`src/logic/emac_pkg.sv`:
```
// Shared constants of the Ethernet controller slice: register offsets, field positions and reset values.
// Assumes a byte-addressed register port with 32-bit words at aligned offsets.
package emac_pkg;
    // Register byte offsets.
    localparam logic [7:0] EMAC_OFF_CTRL = 8'h00; // Enable and accept-all control.
    localparam logic [7:0] EMAC_OFF_RAW = 8'h04; // Raw interrupt status, write one to clear sources 0 to 5.
    localparam logic [7:0] EMAC_OFF_MASK = 8'h08; // Interrupt enable mask.
    localparam logic [7:0] EMAC_OFF_MASKED = 8'h0c; // Masked interrupt status, read only.
    localparam logic [7:0] EMAC_OFF_ADDR_LO = 8'h10; // Station address octets 0 to 3.
    localparam logic [7:0] EMAC_OFF_ADDR_HI = 8'h14; // Station address octets 4 and 5.
    localparam logic [7:0] EMAC_OFF_PKTCNT = 8'h18; // Complete packets waiting in the receive FIFO.
    // Control register fields.
    localparam int EMAC_CTRL_ENABLE_BIT = 0; // Controller enable.
    localparam int EMAC_CTRL_ACCEPT_ALL_BIT = 1; // Accept all frames.
    // Interrupt source positions.
    localparam int EMAC_NUM_IRQ = 7; // Number of interrupt sources.
    localparam int EMAC_IRQ_XCVR = 0; // Transceiver event.
    localparam int EMAC_IRQ_MGMT = 1; // Management transaction done.
    localparam int EMAC_IRQ_RXERR = 2; // Receive error.
    localparam int EMAC_IRQ_RXOF = 3; // Receive overflow.
    localparam int EMAC_IRQ_TXDONE = 4; // Transmit done.
    localparam int EMAC_IRQ_TXERR = 5; // Transmit error.
    localparam int EMAC_IRQ_RXPEND = 6; // Receive packet pending.
    // Station address layout.
    localparam int EMAC_ADDR_OCTETS = 6; // Octets in the station address.
    localparam int EMAC_ADDR_BITS = 48; // Bits in the station address.
    // Reset values.
    localparam logic [47:0] EMAC_ADDR_RESET = 48'h0; // Station address after reset.
    localparam logic [6:0] EMAC_MASK_RESET = 7'h00; // All sources disabled after reset.
endpackage : emac_pkg

```
`src/logic/emac_addr_unit.sv`:
```
// Station address unit: destination filter on received octets and LSB-first serialiser for sending the address.
// Assumes the receive octet stream and the send request come from logic on the same clock.
`timescale 1ns/1ps
module emac_addr_unit
    import emac_pkg::*;
(
    input wire logic clk_i, // System clock.
    input wire logic resetn_i, // Asynchronous reset, active low.
    input wire logic [47:0] station_addr_i, // Octet k sits in bits 8k+7..8k, octet 0 leftmost.
    input wire logic accept_all_i, // Accept every frame when high.
    input wire logic rx_sof_i, // First destination octet of a frame, with valid.
    input wire logic [7:0] rx_octet_i, // Received octet.
    input wire logic rx_octet_valid_i, // Received octet is valid.
    input wire logic tx_addr_go_i, // Start sending the station address.
    output logic match_valid_o, // One-cycle pulse when the filter has decided.
    output logic match_accept_o, // Decision: frame accepted.
    output logic tx_bit_o, // Serial address bit.
    output logic tx_bit_valid_o // Serial address bit is valid.
);
    logic [2:0] rx_idx_reg; // Index of the next destination octet.
    logic rx_eq_reg; // All octets so far matched.
    logic rx_busy_reg; // Collecting destination octets.
    logic [5:0] tx_idx_reg; // Bit index being sent.
    logic tx_busy_reg; // Serialiser running.
    logic [2:0] cur_idx; // Octet index of the current receive octet.
    logic cur_eq; // Current octet matches its station address octet.
    logic prior_eq; // Match state carried into the current octet.

    // Octet index and match carry for the current receive octet.
    always_comb begin
        cur_idx = rx_sof_i ? 3'h0 : rx_idx_reg;
        prior_eq = rx_sof_i ? 1'b1 : rx_eq_reg;
        cur_eq = (rx_octet_i == station_addr_i[8 * cur_idx +: 8]);
    end

    // Destination compare over the first six octets, octet 0 first.
    always_ff @(posedge clk_i or negedge resetn_i) begin
        if (!resetn_i) begin
            rx_idx_reg <= 3'h0;
            rx_eq_reg <= 1'b0;
            rx_busy_reg <= 1'b0;
            match_valid_o <= 1'b0;
            match_accept_o <= 1'b0;
        end else begin
            match_valid_o <= 1'b0;
            if (rx_octet_valid_i && (rx_sof_i || rx_busy_reg)) begin
                rx_eq_reg <= prior_eq && cur_eq;
                if (cur_idx == 3'(EMAC_ADDR_OCTETS - 1)) begin
                    // Last address octet decides; accept-all overrides the compare.
                    rx_busy_reg <= 1'b0;
                    rx_idx_reg <= 3'h0;
                    match_valid_o <= 1'b1;
                    match_accept_o <= accept_all_i || (prior_eq && cur_eq);
                end else begin
                    rx_busy_reg <= 1'b1;
                    rx_idx_reg <= cur_idx + 3'h1;
                end
            end
        end
    end

    // Serialiser: octet 0 first, each octet least significant bit first.
    always_ff @(posedge clk_i or negedge resetn_i) begin
        if (!resetn_i) begin
            tx_idx_reg <= 6'h00;
            tx_busy_reg <= 1'b0;
            tx_bit_o <= 1'b0;
            tx_bit_valid_o <= 1'b0;
        end else if (tx_busy_reg || tx_addr_go_i) begin
            // Index 8k+b is octet k bit b, so a rising index gives the wire order.
            tx_bit_o <= station_addr_i[tx_busy_reg ? tx_idx_reg : 6'h00];
            tx_bit_valid_o <= 1'b1;
            if ((tx_busy_reg ? tx_idx_reg : 6'h00) == 6'(EMAC_ADDR_BITS - 1)) begin
                tx_busy_reg <= 1'b0;
                tx_idx_reg <= 6'h00;
            end else begin
                tx_busy_reg <= 1'b1;
                tx_idx_reg <= (tx_busy_reg ? tx_idx_reg : 6'h00) + 6'h01;
            end
        end else begin
            tx_bit_valid_o <= 1'b0;
        end
    end
endmodule : emac_addr_unit

```
`src/logic/emac_ctrl.sv`:
```
// Ethernet controller slice: enable, interrupt sources, station address registers and filter.
// Assumes event strobes come from MAC logic on clk_i; the transceiver interrupt is an asynchronous pin.
//
// What this block does
// - Enable starts transmitter, receiver, empties receive FIFO.
// - Clear mask clears chosen sources, others kept.
// - Only enabled sources reach the interrupt line.
// - Raw and masked status both readable.
// - Transceiver interrupt sets transceiver event flag.
// - Management transaction done sets its flag.
// - Receive failure sets receive error flag.
// - Oversized incoming frame sets overflow flag.
// - Sent transmit packet sets transmit done.
// - Retry exhaustion or bad length sets error.
// - Pending flag high while complete packets wait.
// - Without accept-all, filter on station address.
// - Six-octet host-writable station address stored.
// - Address reads back in written order.
// - Address sent leftmost octet first, LSB first.
// - Disable stops both directions, flushes receive FIFO.
// - Accept-all setting receives every frame.
// - Packet count: up on FCS, down on read.
//
// The register offsets and the address-and-strobe port are this design's own decisions.
`timescale 1ns/1ps
module emac_ctrl
    import emac_pkg::*;
#(
    parameter int PKT_CNT_W = 6 // Width of the receive packet counter.
) (
    input wire logic clk_i, // System clock, 40 MHz.
    input wire logic resetn_i, // Asynchronous reset, active low.
    input wire logic [7:0] addr_i, // Register byte address.
    input wire logic [31:0] wdata_i, // Register write data.
    input wire logic wr_i, // Write strobe.
    input wire logic rd_i, // Read strobe.
    output logic [31:0] rdata_o, // Read data, valid the cycle after the read strobe.
    input wire logic xcvr_irq_i, // Transceiver interrupt pin, active high, asynchronous.
    input wire logic mgmt_done_i, // Management transaction completed successfully.
    input wire logic rx_err_i, // Reception failed: length, check sequence or transceiver error.
    input wire logic rx_overflow_i, // Incoming frame larger than free receive FIFO space.
    input wire logic tx_done_i, // Transmit packet sent successfully.
    input wire logic tx_err_i, // Transmit failed: retries exhausted or bad length word.
    input wire logic rx_frame_done_i, // Check sequence of a frame received into the FIFO.
    input wire logic rx_pkt_read_i, // Host finished reading one packet from the FIFO.
    input wire logic rx_sof_i, // First destination octet of an incoming frame.
    input wire logic [7:0] rx_octet_i, // Incoming octet.
    input wire logic rx_octet_valid_i, // Incoming octet valid.
    input wire logic tx_addr_go_i, // Request to send the station address on the wire.
    output logic tx_enable_o, // Transmitter enabled.
    output logic rx_enable_o, // Receiver enabled.
    output logic rx_fifo_flush_o, // One-cycle pulse that empties the receive FIFO.
    output logic irq_o, // Processor interrupt, active high.
    output logic match_valid_o, // Filter decision pulse.
    output logic match_accept_o, // Filter decision: accept frame.
    output logic tx_bit_o, // Serial station address bit.
    output logic tx_bit_valid_o // Serial station address bit valid.
);
    logic enable_reg; // Controller enable bit.
    logic accept_all_reg; // Accept-all reception setting.
    logic [5:0] sticky_reg; // Sticky raw sources 0 to 5.
    logic [6:0] mask_reg; // Interrupt enable mask.
    logic [47:0] station_addr_reg; // Station address, octet k in bits 8k+7..8k.
    logic [PKT_CNT_W-1:0] pkt_cnt_reg; // Complete packets in the receive FIFO.
    logic xcvr_sync1_reg; // First synchroniser stage of the transceiver pin.
    logic xcvr_sync2_reg; // Second synchroniser stage.
    logic xcvr_prev_reg; // Previous synchronised level for edge detection.
    logic [6:0] raw_status; // Raw interrupt status as seen by software.
    logic [5:0] set_events; // Events that set sticky sources this cycle.
    logic [5:0] clear_sel; // Sources selected by a clear write this cycle.
    logic [31:0] rdata_next; // Read data for the next cycle.
    logic wr_ctrl; // Write to the control register.
    logic enable_change; // Enable bit is being changed.

    // Transceiver pin synchroniser; only the second stage feeds logic.
    always_ff @(posedge clk_i or negedge resetn_i) begin
        if (!resetn_i) begin
            xcvr_sync1_reg <= 1'b0;
            xcvr_sync2_reg <= 1'b0;
            xcvr_prev_reg <= 1'b0;
        end else begin
            xcvr_sync1_reg <= xcvr_irq_i;
            xcvr_sync2_reg <= xcvr_sync1_reg;
            xcvr_prev_reg <= xcvr_sync2_reg;
        end
    end

    // Control writes and the enable change detection.
    always_comb begin
        wr_ctrl = wr_i && (addr_i == EMAC_OFF_CTRL);
        enable_change = wr_ctrl && (wdata_i[EMAC_CTRL_ENABLE_BIT] != enable_reg);
    end

    // Control register: enable and accept-all.
    always_ff @(posedge clk_i or negedge resetn_i) begin
        if (!resetn_i) begin
            enable_reg <= 1'b0;
            accept_all_reg <= 1'b0;
        end else if (wr_ctrl) begin
            enable_reg <= wdata_i[EMAC_CTRL_ENABLE_BIT];
            accept_all_reg <= wdata_i[EMAC_CTRL_ACCEPT_ALL_BIT];
        end
    end

    // Transmitter and receiver follow enable; any change of enable empties the receive FIFO.
    always_ff @(posedge clk_i or negedge resetn_i) begin
        if (!resetn_i) begin
            tx_enable_o <= 1'b0;
            rx_enable_o <= 1'b0;
            rx_fifo_flush_o <= 1'b0;
        end else begin
            if (wr_ctrl) begin
                tx_enable_o <= wdata_i[EMAC_CTRL_ENABLE_BIT];
                rx_enable_o <= wdata_i[EMAC_CTRL_ENABLE_BIT];
            end
            rx_fifo_flush_o <= enable_change;
        end
    end

    // Packet count: flush wins, simultaneous up and down cancel.
    always_ff @(posedge clk_i or negedge resetn_i) begin
        if (!resetn_i) begin
            pkt_cnt_reg <= '0;
        end else if (enable_change) begin
            // The FIFO is emptied on enable and on disable, so no packet survives.
            pkt_cnt_reg <= '0;
        end else if (rx_frame_done_i && rx_enable_o && !rx_pkt_read_i) begin
            // Saturate rather than wrap; a wrap would lose the pending indication.
            if (pkt_cnt_reg != {PKT_CNT_W{1'b1}}) begin
                pkt_cnt_reg <= pkt_cnt_reg + PKT_CNT_W'(1);
            end
        end else if (rx_pkt_read_i && !(rx_frame_done_i && rx_enable_o)) begin
            if (pkt_cnt_reg != '0) begin
                pkt_cnt_reg <= pkt_cnt_reg - PKT_CNT_W'(1);
            end
        end
    end

    // Source events and clear selection.
    always_comb begin
        set_events = '0;
        set_events[EMAC_IRQ_XCVR] = xcvr_sync2_reg && !xcvr_prev_reg;
        set_events[EMAC_IRQ_MGMT] = mgmt_done_i;
        set_events[EMAC_IRQ_RXERR] = rx_err_i;
        set_events[EMAC_IRQ_RXOF] = rx_overflow_i;
        set_events[EMAC_IRQ_TXDONE] = tx_done_i;
        set_events[EMAC_IRQ_TXERR] = tx_err_i;
        clear_sel = (wr_i && (addr_i == EMAC_OFF_RAW)) ? wdata_i[5:0] : 6'h00;
    end

    // Sticky sources: a set in the same cycle as its clear wins.
    always_ff @(posedge clk_i or negedge resetn_i) begin
        if (!resetn_i) begin
            sticky_reg <= 6'h00;
        end else begin
            sticky_reg <= (sticky_reg & ~clear_sel) | set_events;
        end
    end

    // Raw view: the pending source is live from the packet count.
    always_comb begin
        raw_status = {pkt_cnt_reg != '0, sticky_reg};
    end

    // Interrupt enable mask.
    always_ff @(posedge clk_i or negedge resetn_i) begin
        if (!resetn_i) begin
            mask_reg <= EMAC_MASK_RESET;
        end else if (wr_i && (addr_i == EMAC_OFF_MASK)) begin
            mask_reg <= wdata_i[EMAC_NUM_IRQ-1:0];
        end
    end

    // Processor interrupt: only enabled sources count.
    always_ff @(posedge clk_i or negedge resetn_i) begin
        if (!resetn_i) begin
            irq_o <= 1'b0;
        end else begin
            irq_o <= |(raw_status & mask_reg);
        end
    end

    // Station address: octet 0 in the low byte of the low word.
    always_ff @(posedge clk_i or negedge resetn_i) begin
        if (!resetn_i) begin
            station_addr_reg <= EMAC_ADDR_RESET;
        end else if (wr_i && (addr_i == EMAC_OFF_ADDR_LO)) begin
            station_addr_reg[31:0] <= wdata_i;
        end else if (wr_i && (addr_i == EMAC_OFF_ADDR_HI)) begin
            station_addr_reg[47:32] <= wdata_i[15:0];
        end
    end

    // Read mux; unmapped addresses read as zero.
    always_comb begin
        rdata_next = 32'h0000_0000;
        case (addr_i)
            EMAC_OFF_CTRL: begin
                rdata_next[EMAC_CTRL_ENABLE_BIT] = enable_reg;
                rdata_next[EMAC_CTRL_ACCEPT_ALL_BIT] = accept_all_reg;
            end
            EMAC_OFF_RAW: begin
                rdata_next[EMAC_NUM_IRQ-1:0] = raw_status;
            end
            EMAC_OFF_MASK: begin
                rdata_next[EMAC_NUM_IRQ-1:0] = mask_reg;
            end
            EMAC_OFF_MASKED: begin
                rdata_next[EMAC_NUM_IRQ-1:0] = raw_status & mask_reg;
            end
            EMAC_OFF_ADDR_LO: begin
                rdata_next = station_addr_reg[31:0];
            end
            EMAC_OFF_ADDR_HI: begin
                rdata_next[15:0] = station_addr_reg[47:32];
            end
            EMAC_OFF_PKTCNT: begin
                rdata_next[PKT_CNT_W-1:0] = pkt_cnt_reg;
            end
            default: begin
                rdata_next = 32'h0000_0000;
            end
        endcase
    end

    // Read data stands only in the cycle after the strobe.
    always_ff @(posedge clk_i or negedge resetn_i) begin
        if (!resetn_i) begin
            rdata_o <= 32'h0000_0000;
        end else begin
            rdata_o <= rd_i ? rdata_next : 32'h0000_0000;
        end
    end

    // Destination filter and address serialiser.
    emac_addr_unit u_addr (
        .clk_i(clk_i),
        .resetn_i(resetn_i),
        .station_addr_i(station_addr_reg),
        .accept_all_i(accept_all_reg),
        .rx_sof_i(rx_sof_i && rx_enable_o),
        .rx_octet_i(rx_octet_i),
        .rx_octet_valid_i(rx_octet_valid_i && rx_enable_o),
        .tx_addr_go_i(tx_addr_go_i && tx_enable_o),
        .match_valid_o(match_valid_o),
        .match_accept_o(match_accept_o),
        .tx_bit_o(tx_bit_o),
        .tx_bit_valid_o(tx_bit_valid_o)
    );
endmodule : emac_ctrl

```
`config.mk`:
```
export PLATFORM = sky130hd
export DESIGN_NAME = emac_ctrl
export DESIGN_NICKNAME = d
export VERILOG_FILES = /design/src/logic/emac_pkg.sv /design/src/logic/emac_addr_unit.sv /design/src/logic/emac_ctrl.sv
export SDC_FILE = /design/constraint.sdc
export NUM_CORES = 1
export LEC_CHECK = 0
export BUFFER_PORTS_ARGS = -buffer_cell sky130_fd_sc_hd__buf_2
export CAP_MARGIN = 15
export CORE_ASPECT_RATIO = 1.75
export CORE_MARGIN = 4
export CORE_UTILIZATION = 61
export DETAILED_ROUTE_END_ITERATION = 8
export PLACE_DENSITY = 0.86
export SYNTH_ARGS = -nofsm -noshare
export SYNTH_HDL_FRONTEND = slang
export SYNTH_SLANG_ARGS = --single-unit
export TNS_END_PERCENT = 50
```
`constraint.sdc`:
```
create_clock -name clk_i -period 6.2 [get_ports clk_i]
set_input_delay 0.62 -clock clk_i [delete_from_list [all_inputs] [get_ports clk_i]]
set_output_delay 0.62 -clock clk_i [all_outputs]
set_load 0.01 [all_outputs]
```
==> key figures <==
Run status
  – Outcome: finished clean

Routing
  – Vias/cell: 6.431
  – Antenna viol nets, final: 0
  – Post-DR wirelength/cell: 22.03 µm
  – Total number of vias: 5068
  – TritonRoute pass-1 iters: 6
  – DRT iter0 DRCs: 445
  – Drt drc: 0
  – Total routed wirelength: 17360 µm

Global routing
  – First-pass GRT wire length: 27200 µm
  – GR Overflow Total: 0
  – Initial antenna violation count: 0
  – Largest net degree at the start of global routing: 85
  – Vias in the first global route: 5156
  – GRT Total Usage: 0.3013

Placement
  – Cell total after placement: 756
  – Port buffer count: 102
  – HPWL after DPL: 12100 µm
  – Routability Congestion: 0.9630

Final layout
  – Share of cells above drive strength 1: 0.3152
  – # nets final: 719
  – Diodes inserted: 0
  – Max reg flops: 48
  – Synth-to-Final Area Change: 19.07%
  – Non-Filler Instances: 788

Synthesis
  – Cell taking the most area after synthesis: dfrtp_1
  – Largest cells by area after synthesis: dfrtp_1 (50%), mux2_2 (12%), mux2i_1 (3.6%), nor2_1 (2.6%), nand2_1 (2.4%)
  – Ys flop type: dfrtp_1
  – Synth cell types: 64
  – Synth warnings: 0
  – Post-Syn Area: 6103 µm²
  – Most numerous cell in the Yosys netlist: dfrtp_1
  – Seq/Total Area, Yosys: 0.5002
  – Fraction of registers with async set/reset: 1.000
  – Top-area cell type share of the netlist area: 0.5002
  – Number of synthesized flops with an enable pin: 0
  – Avg Synthesized Cell Area: 10.90 µm²
  – Post-Syn Instances: 560
  – Yosys reg bits: 122
  – Post-synth top cells: dfrtp_1 (122), mux2_2 (65), nor2_1 (43)
  – Post-Syn Nets: 629

Die
  – Boundary pin count: 103
  – Core Area: 9849 µm²
  – Starting Density: 0.6197
  – Num rows: 48
  – Die width: 83.62 µm
  – Die H: 140.3 µm
  – DIE AREA: 11730 µm²

STA
  – RSZ-0062 raised after global routing: false
  – Post-route setup TNS: 0 ps
  – Final period utilization: 0.4825
  – F_max: 334.3 MHz
  – Worst Clk Skew: 5.784 ps
  – Slew headroom: 0.3066
  – Worst Tran Pin Value: 1040 ps
  – Count of final hold-check violations: 0
  – Hold slack: 161.2 ps
  – Final setup violation count: 0
  – Final Max Tran Viols: 0
  – Min Tclk post-route: 2991 ps

Setup path
  – CP max FO: 28
  – Crit-path cells: a21bo_1 > o32a_1 > o211ai_2 > mux2i_1 > a21oi_2 > nand4_1 > or4_1 > a21oi_1
  – Slowest cell delay on critical path: 960 ps
  – Slowest stage cell, crit path: dfrtp_1
  – Crit path kind: reg2reg
  – Worst EP required: 6540 ps
  – Crit. End Element: register
  – CP startpoint kind: register
  – Top delay family on crit path: compound AO/OA/AOI/OAI gates
  – Worst EP arrival: 3330 ps
  – Worst path bufs/invs: 0

Clock tree
  – H-tree level count: 4
  – Clk root buf: clkbuf_16
  – Skew-Pair Late Insertion Delay: 420 ps
  – Clock Sinks: 122
  – Hold_buf cts: 0
  – Cts bufs inserted: 17
  – Post-CTS Resized: 0
  – CTS tree: built
  – Post-CTS Setup Bufs: 0
  – Clock buffer depth: 2
  – Reg clk slew, reported paths: 60 ps

Run
  – Max cap viols: 0

Power
  – P per Cell Area: 346.8 nW/µm²
  – VDD IR max: 0.2538 mV
  – Power Total: 2.520 mW
  – LEAKAGE: 3.572 nW

Min path
  – Worst hold path type: in2async
==> worst paths after layout <==
path | end | slack [ps] | start | cells after the start
min in group clk_i | xcvr_sync1_reg | 310 | xcvr_irq_i | 1
hold reg to reg | xcvr_sync2_reg | 360 | xcvr_sync1_reg | 0
setup reg to reg | u_addr.match_accept_o | 3210 | u_addr.rx_idx_reg[0] | 8
max in group asynchronous | u_addr.rx_idx_reg[1] | 4610 | resetn_i | 2
hold / removal | rdata_o[28] | 160 | resetn_i | 1
setup / recovery | u_addr.match_accept_o | 3210 | u_addr.rx_idx_reg[0] | 8
==> through the flow <==
stage / setup slack [ps] / utilization / area [µm²]
after CTS: 3283 / 0.7378 / 7267
after global placement: 3346 / 0.6744 / 6643
after floorplan: 3481 / - / 6103
after detailed placement: 3249 / 0.6744 / 6643
final: 3209 / 0.7378 / 7267
after global routing: 3101 / 0.7378 / 7267
==> layout make-up <==
type	instances	area, µm²
fill	718	2582
tap	125	156.4
timing repair buffer	105	535.5
clock inverter	9	136.4
inverter	16	60.06
multi-input combinational	388	2838
clock buffer	23	488.0
sequential	122	3053
==> cell usage in the layout, fill, tap and decap left out, types with 6 or more instances in the layout <==
cell and instances:
mux2_2 65, and3_1 17, a22o_1 11, a22oi_1 15
clkbuf_16 17, o22ai_1 8, nand4_1 9, mux2i_1 22
nor3_1 6, o221ai_1 8, o21ai_0 22, dfrtp_1 122
and2_1 7, nand2_1 39, nor2_1 43, a21o_1 8
a21oi_1 29, nand3_1 8, inv_1 16, xnor2_1 12
buf_2 101
==> metal layers <==
| metal | global-route usage | routed length (µm) | part of all wire | vias up |
|---|---|---|---|---|
| met5 | 0 | 0 | 0 | - |
| met4 | 0.1686 | 995 | 0.057 | 0 |
| met3 | 0.06474 | 1142 | 0.066 | 76 |
| met2 | 0.5447 | 9355 | 0.54 | 293 |
| met1 | 0.3203 | 5866 | 0.34 | 2468 |
| li1 | - | - | - | 2231 |
==> power by group <==
part           switching [mW]  total [mW]  internal [mW]
combinational           0.247       0.479          0.232
clock                   0.358        1.03          0.675
sequential              0.149        1.01          0.858
total                   0.754        2.52           1.77
==> cell families (layout without fill, tap and decap cells) <==
group                    Yosys count  count (layout)  share of synthesized area
AND/OR/NAND/NOR                  142             142                     0.1105
AO/OA/AOI/OAI                    135             135                     0.1523
flip-flops                       122             122                     0.5002
multiplexers                      90              90                     0.1671
buffers and inverters             50             153                    0.03485
XOR/XNOR                          15              15                    0.02153
adder cells (fa/ha/maj)            6               6                    0.01353
(Power assumes the default switching activity.)
